==> src/csrw_pkg.sv <==
/*
  shared constants and types for the csr write-side bus slave and its master end.
  assumes a single bus clock and a synchronous active-high reset.
*/
package csrw_pkg;
  localparam int ADDR_W = 6;
  localparam int DATA_W = 32;
  localparam int STRB_W = 4;
  localparam int PROT_W = 3;
  localparam int RESP_W = 2;
  localparam int BYTE_W = 8;
  localparam int NUM_REGS = 16;
  localparam int IDX_LSB = 2;
  localparam int IDX_W = 4;
  localparam logic [RESP_W-1:0] RESP_OKAY = 2'h0;
  localparam logic [RESP_W-1:0] RESP_EXOKAY = 2'h1;
  localparam logic [RESP_W-1:0] RESP_SLVERR = 2'h2;
  localparam logic [RESP_W-1:0] RESP_DECERR = 2'h3;
  localparam logic [DATA_W-1:0] REG_INIT = 32'h0000_0000;
  typedef logic [ADDR_W-1:0] csrw_addr_t;
  typedef logic [DATA_W-1:0] csrw_data_t;
  typedef logic [STRB_W-1:0] csrw_strb_t;
  typedef logic [RESP_W-1:0] csrw_resp_t;
  typedef enum logic [1:0] {CSRW_IDLE, CSRW_BUSY, CSRW_RESP} csrw_mst_state_t;
endpackage : csrw_pkg

==> src/csrw_if.sv <==
/*
  write-channel carrier between the csr write slave and its master.
  assumes both ends share clk_sys; the testbench drives clk and reset.
*/
`timescale 1ns/1ps
`default_nettype none
interface csrw_if (
  input wire logic clk_sys,
  input wire logic reset
);
  import csrw_pkg::*;
  csrw_addr_t awaddr;
  logic [PROT_W-1:0] awprot;
  logic awvalid;
  logic awready;
  csrw_data_t wdata;
  csrw_strb_t wstrb;
  logic wvalid;
  logic wready;
  csrw_resp_t bresp;
  logic bvalid;
  logic bready;
  modport slave (
    input clk_sys, reset, awaddr, awprot, awvalid, wdata, wstrb, wvalid, bready,
    output awready, wready, bresp, bvalid
  );
  modport master (
    input clk_sys, reset, awready, wready, bresp, bvalid,
    output awaddr, awprot, awvalid, wdata, wstrb, wvalid, bready
  );
endinterface : csrw_if
`default_nettype wire

==> src/csrw_slave.sv <==
/*
  write-side slave: takes the address, then data in the same cycle or later, merges bytes
  into a register array and answers on the response channel.
  assumes a master that keeps the channel handshake rules; one write in flight.
*/
// Notes on behaviour
// reset returns all registers to initial value
// write address is six-bit byte address
// master holds awvalid and address until accepted
// protection field accepted but ignored
// address captured when awvalid and awready high
// master holds 32-bit data until wready
// four strobe bits, bit0 lowest byte
// data stored on w handshake after address
// master raises wvalid only with valid data
// response codes okay, exokay, slverr, decerr
// bvalid held until master raises bready
// master raises bready when able to accept
// wready high when data can be accepted
// unstrobed bytes keep their old value
// every completed write answers okay
`timescale 1ns/1ps
`default_nettype none
module csrw_slave (
  csrw_if.slave bus,
  output logic [csrw_pkg::NUM_REGS*csrw_pkg::DATA_W-1:0] regs_flat
);
  import csrw_pkg::*;

  function automatic csrw_data_t merge_bytes(csrw_data_t old, csrw_data_t nw, csrw_strb_t s);
    csrw_data_t m;
    m = old;
    for (int i = 0; i < STRB_W; i++) begin
      if (s[i]) begin
        m[i*BYTE_W +: BYTE_W] = nw[i*BYTE_W +: BYTE_W];
      end
    end
    return m;
  endfunction : merge_bytes

  csrw_data_t regs_r [NUM_REGS];
  csrw_addr_t addr_r;
  logic addr_ok_r;
  logic awready_r;
  logic wready_r;
  logic bvalid_r;
  csrw_resp_t bresp_r;

  // prot reaches no logic, so no write depends on it
  wire aw_hs = bus.awvalid && awready_r;
  wire w_hs = bus.wvalid && wready_r;
  wire have_addr = addr_ok_r || aw_hs;
  wire do_write = w_hs && have_addr;
  wire csrw_addr_t wr_addr = addr_ok_r ? addr_r : bus.awaddr;
  wire [IDX_W-1:0] wr_idx = wr_addr[IDX_LSB +: IDX_W];
  wire b_done = bvalid_r && bus.bready;
  // new writes wait until the previous response is gone
  wire idle = !bvalid_r;

  always_ff @(posedge bus.clk_sys) begin
    if (bus.reset) begin
      addr_r <= '0;
      addr_ok_r <= 1'b0;
      awready_r <= 1'b0;
      wready_r <= 1'b0;
      bvalid_r <= 1'b0;
      bresp_r <= RESP_OKAY;
    end else begin
      if (do_write) begin
        addr_ok_r <= 1'b0;
      end else if (aw_hs) begin
        addr_ok_r <= 1'b1;
        addr_r <= bus.awaddr;
      end
      awready_r <= idle && !addr_ok_r && !aw_hs && !do_write;
      wready_r <= idle && !w_hs && !do_write;
      if (do_write) begin
        bvalid_r <= 1'b1;
        bresp_r <= RESP_OKAY;
      end else if (b_done) begin
        bvalid_r <= 1'b0;
      end
    end
  end

  // data taken before its address is not supported; wready waits for the address
  always_ff @(posedge bus.clk_sys) begin
    for (int i = 0; i < NUM_REGS; i++) begin
      if (bus.reset) begin
        regs_r[i] <= REG_INIT;
      end else if (do_write && wr_idx == IDX_W'(i)) begin
        regs_r[i] <= merge_bytes(regs_r[i], bus.wdata, bus.wstrb);
      end
    end
  end

  always_ff @(posedge bus.clk_sys) begin
    for (int i = 0; i < NUM_REGS; i++) begin
      regs_flat[i*DATA_W +: DATA_W] <= regs_r[i];
    end
  end

  assign bus.awready = awready_r;
  assign bus.wready = wready_r && have_addr;
  assign bus.bvalid = bvalid_r;
  assign bus.bresp = bresp_r;
endmodule : csrw_slave
`default_nettype wire

==> src/flat_wrapper.sv <==
// flat-port wrapper written by rule: the top's interface ports become plain ports
module csrw_slave_flat import csrw_pkg::*;
  (regs_flat, clk_sys, reset, bus_awaddr, bus_awprot, bus_awvalid, bus_wdata, bus_wstrb, bus_wvalid, bus_bready, bus_awready, bus_wready, bus_bresp, bus_bvalid);
  csrw_if bus_i (.clk_sys(clk_sys), .reset(reset));
  output logic [csrw_pkg::NUM_REGS*csrw_pkg::DATA_W-1:0] regs_flat;
  input wire logic clk_sys;
  input wire logic reset;
  input wire logic [$bits(bus_i.awaddr)-1:0] bus_awaddr;
  input wire logic [$bits(bus_i.awprot)-1:0] bus_awprot;
  input wire logic [$bits(bus_i.awvalid)-1:0] bus_awvalid;
  input wire logic [$bits(bus_i.wdata)-1:0] bus_wdata;
  input wire logic [$bits(bus_i.wstrb)-1:0] bus_wstrb;
  input wire logic [$bits(bus_i.wvalid)-1:0] bus_wvalid;
  input wire logic [$bits(bus_i.bready)-1:0] bus_bready;
  output wire logic [$bits(bus_i.awready)-1:0] bus_awready;
  output wire logic [$bits(bus_i.wready)-1:0] bus_wready;
  output wire logic [$bits(bus_i.bresp)-1:0] bus_bresp;
  output wire logic [$bits(bus_i.bvalid)-1:0] bus_bvalid;
  assign bus_i.awaddr = bus_awaddr;
  assign bus_i.awprot = bus_awprot;
  assign bus_i.awvalid = bus_awvalid;
  assign bus_i.wdata = bus_wdata;
  assign bus_i.wstrb = bus_wstrb;
  assign bus_i.wvalid = bus_wvalid;
  assign bus_i.bready = bus_bready;
  assign bus_awready = bus_i.awready;
  assign bus_wready = bus_i.wready;
  assign bus_bresp = bus_i.bresp;
  assign bus_bvalid = bus_i.bvalid;
  csrw_slave u_core (.bus(bus_i), .regs_flat(regs_flat));
endmodule
==> config.mk <==
export PLATFORM = sky130hd
export DESIGN_NAME = csrw_slave_flat
export DESIGN_NICKNAME = d
export VERILOG_FILES = /design/src/csrw_pkg.sv /design/src/csrw_if.sv /design/src/csrw_slave.sv /design/src/flat_wrapper.sv
export SDC_FILE = /design/constraint.sdc
export NUM_CORES = 1
export LEC_CHECK = 0
export ABC_AREA = 1
export BUFFER_PORTS_ARGS = -buffer_cell sky130_fd_sc_hd__buf_2
export CAP_MARGIN = 20
export CORE_UTILIZATION = 30
export DETAILED_ROUTE_END_ITERATION = 10
export SLEW_MARGIN = 20
export SYNTH_ARGS = -nofsm -noshare
export SYNTH_HDL_FRONTEND = slang
export SYNTH_SLANG_ARGS = --single-unit
==> constraint.sdc <==
create_clock -name clk_sys -period 3.85 [get_ports clk_sys]
set_clock_uncertainty 0.05 [all_clocks]
set_input_delay 0.5775 -clock clk_sys [delete_from_list [all_inputs] [get_ports clk_sys]]
set_output_delay 0.5775 -clock clk_sys [all_outputs]
set_load 0.01 [all_outputs]
==> flow_summary.ini <==
[run_status]
run_status = finished clean

[pwr]
vdd_drop_max_mv = 0.495
power.density_cell_area_nw_per_um2 = 613
leakagePower_nw = 15.8

[worst_setup_path]
critical-path-slowest-cell = sky130_fd_sc_hd__nor2_4
required_time_of_the_critical_path_ps = 4310
cell_chain_critical_path = inv_6 > nand2_2 > nand2_2 > nor2_4 > buf_4 > nand2_2 > nor2_1
max_fanout_on_critical_path = 32
worstPathArrival_ps = 3290
start_kind = flop
family_with_the_most_delay_on_the_worst_path = simple AND/OR/NAND/NOR gates
path_buf_inv = 2
cpMostUsedCell = sky130_fd_sc_hd__nand2_2
setup.worst_path.class = flop to flop
critical-path-max-stage-delay_ps = 610
critPathCaptureType = flop

[die]
num_io_pins = 567
start_util = 0.305
fp.dieW_um = 316
std_cell_rows = 114
fp.coreArea_um2 = 97100
die_h_um = 316
fp.dieArea_um2 = 99900

[logic_synthesis]
synth-edff-count = 512
synth-seq-cells = 1032
synth.top_cell.area_share = 0.520
synth_area_leaders = sky130_fd_sc_hd__edfxtp_1, sky130_fd_sc_hd__dfxtp_1, sky130_fd_sc_hd__nor2_1
netlist-cell-type-count = 22
syn_avg_cell_area_um2 = 15.5
yosysTopAreaCell = sky130_fd_sc_hd__edfxtp_1
synthMostInstantiatedCell = sky130_fd_sc_hd__dfxtp_1
yosysSeqAreaShare = 0.871
synth_flop_cell = sky130_fd_sc_hd__dfxtp_1
synth.cell_area_um2 = 29600
ys_top_cells_by_count = sky130_fd_sc_hd__dfxtp_1, sky130_fd_sc_hd__nor2_1, sky130_fd_sc_hd__edfxtp_1
synth-warning-count = 0
ys_async_sr_fraction = 0
synthCells = 1903

[place]
numPortBuffers = 559
placed_cells_incl_taps = 3645
dpl_ws_ps = 870
gp_congestion = 0.779
place_area_um2 = 33400
hpwlAfterDp_um = 54800

[hold_path]
timing.hold.worst.class = input port to flop

[drt]
final_antenna_net_count = 0
met2_wirelength_um = 39200
num_vias = 16100
wirelength_um = 81800
detailedRoute.firstPassIterationCount = 7
route.layer.met1.wl_um = 33500
post-route-drc-count = 0
dr.max_layer_used = met4
vias_per_cell = 4.19
drtIter0Drc = 1360
dr_wl_met3_um = 7110
wl_per_cell_um = 21.3

[timing]
timing.slew.headroom = 0.259
setup-tns-final_ps = 0
post-route-min-period_ps = 2830
unrepaired_setup_endpoints_after_global_routing = no
max_clock_freq_mhz = 353
timing_max_transition_violations_final = 0
hold_viol = 0
min_period_over_period = 0.736
finalSetupViolations = 0
postLayoutSetupSlackWorst_ps = 1020
slew_of_the_pin_with_the_lowest_slew_margin_ps = 1110

[clock_tree]
cts_made_buffers = 102
max-clock-path-buffers = 3
clk-insertion-delay-late_ps = 680
postCtsHoldBufs = 0
clock_sinks = 1032
post-cts-setup-buffers = 0
tritoncts = built
cts_root_buf = sky130_fd_sc_hd__clkbuf_16
clkSlewWorstSetupHoldPaths_ps = 60
cts-resized-gates = 0
clock_tree.htree_level_count = 3

[grt]
global_route.overflow_total = 0
first_pass_grt_wire_length_um = 112000
largest_net_degree_at_the_start_of_global_routing = 69
tot_gr_track_use = 0.160
grt_pass1_vias = 15500
antenna_violations_before_repair = 0

[cells_and_area]
nFillCells = 9085
finish.cell_count_without_fillers = 3843
post-route-cell-area_um2 = 36800
syn_to_final_growth_pct = 24.4
finish.net_count = 2523
postLayoutCoreUtil = 0.379
ratio_of_cells_with_drive_above_1_in_the_final_layout = 0.300

[run]
maxCapViolCount = 0
[through the flow]
step | total power, W | hold WS [ps]
4_1_cts | 0.0228 | 31.2
3_5_place_dp | 0.0131 | 277
6_report | 0.0226 | 101
3_3_place_gp | 0.0130 | 273
5_1_grt | 0.0233 | 65.7
2_1_floorplan | 0.0125 | 273
[cell families after synthesis]
logic type | count (synthesis) | synth area share
compound gates | 9 | 0.00152
buf+inv | 161 | 0.0309
flops | 1032 | 0.871
other cells | 1 | 0.000127
simple gates | 700 | 0.0960
[registers in the layout (all words and copies together), names as in the netlist]
name / flops
u_core.regs_flat: 512
u_core.regs_r: 512
u_core.addr_r: 4
u_core.addr_ok_r: 1
u_core.bus.awready: 1
u_core.bus.bvalid: 1
u_core.wready_r: 1
[cell type report]
cell class,count,area (um2),share of cell area
Sequential cell,1032,25800,0.700
Clock buffer,155,2980,0.0810
Timing Repair Buffer,579,2950,0.0801
Multi-Input combinational cell,711,2920,0.0793
Tap cell,1276,1600,0.0434
Clock inverter,39,392,0.0106
Inverter,47,184,0.00500
Antenna cell,4,10.0,0.000272
[power by group]
group | internal, W | total [W] | switching, W
sequential | 0.0119 | 0.0120 | 0.000111
combinational | 0.000179 | 0.000787 | 0.000608
clock | 0.00555 | 0.00977 | 0.00422
[path summary, 6_finish.rpt]
check	startpoint	to	slack (ps)	cells past startpoint
min	reset	u_core.bus.bvalid	100	2
max	u_core.addr_ok_r	u_core.regs_r[0][173]	1020	7
max reg2reg	u_core.addr_ok_r	u_core.regs_r[0][173]	1020	7
min reg2reg	u_core.regs_r[0][45]	u_core.regs_flat[45]	270	0
[metal layers]
metal	GRT usage	up-vias
li1	-	7430
met1	0.199	7925
met2	0.261	646
met3	0.0535	105
met4	0.0522	0
met5	0	-
[layout by cell type, fill, tap and decap left out]
master                         n
sky130_fd_sc_hd__buf_2       559
sky130_fd_sc_hd__dfxtp_1     520
sky130_fd_sc_hd__nor2_1      514
sky130_fd_sc_hd__edfxtp_1    512
sky130_fd_sc_hd__clkbuf_16   104
sky130_fd_sc_hd__nand2_1      91
sky130_fd_sc_hd__nand3_1      65
sky130_fd_sc_hd__inv_1        42
sky130_fd_sc_hd__clkbuf_1     32
sky130_fd_sc_hd__buf_4        20
sky130_fd_sc_hd__clkbuf_8     19
sky130_fd_sc_hd__clkinv_2     15
sky130_fd_sc_hd__nand2_2       9
sky130_fd_sc_hd__nand2_4       9
sky130_fd_sc_hd__nor2_4        7
sky130_fd_sc_hd__a21oi_1       5
sky130_fd_sc_hd__clkinv_4      5
sky130_fd_sc_hd__clkinv_1      5
sky130_fd_sc_hd__diode_2       4
sky130_fd_sc_hd__o21ai_0       4
sky130_fd_sc_hd__inv_6         3
sky130_fd_sc_hd__inv_2         3
sky130_fd_sc_hd__clkinv_8      3
sky130_fd_sc_hd__clkinv_16     3
sky130_fd_sc_hd__nand3_2       2
sky130_fd_sc_hd__nor3_1        2
sky130_fd_sc_hd__conb_1        2
sky130_fd_sc_hd__bufinv_16     2
sky130_fd_sc_hd__inv_8         2
sky130_fd_sc_hd__clkinvlp_4    2
sky130_fd_sc_hd__inv_4         1
sky130_fd_sc_hd__nor2_2        1
Power figures use the tool's default switching activity.
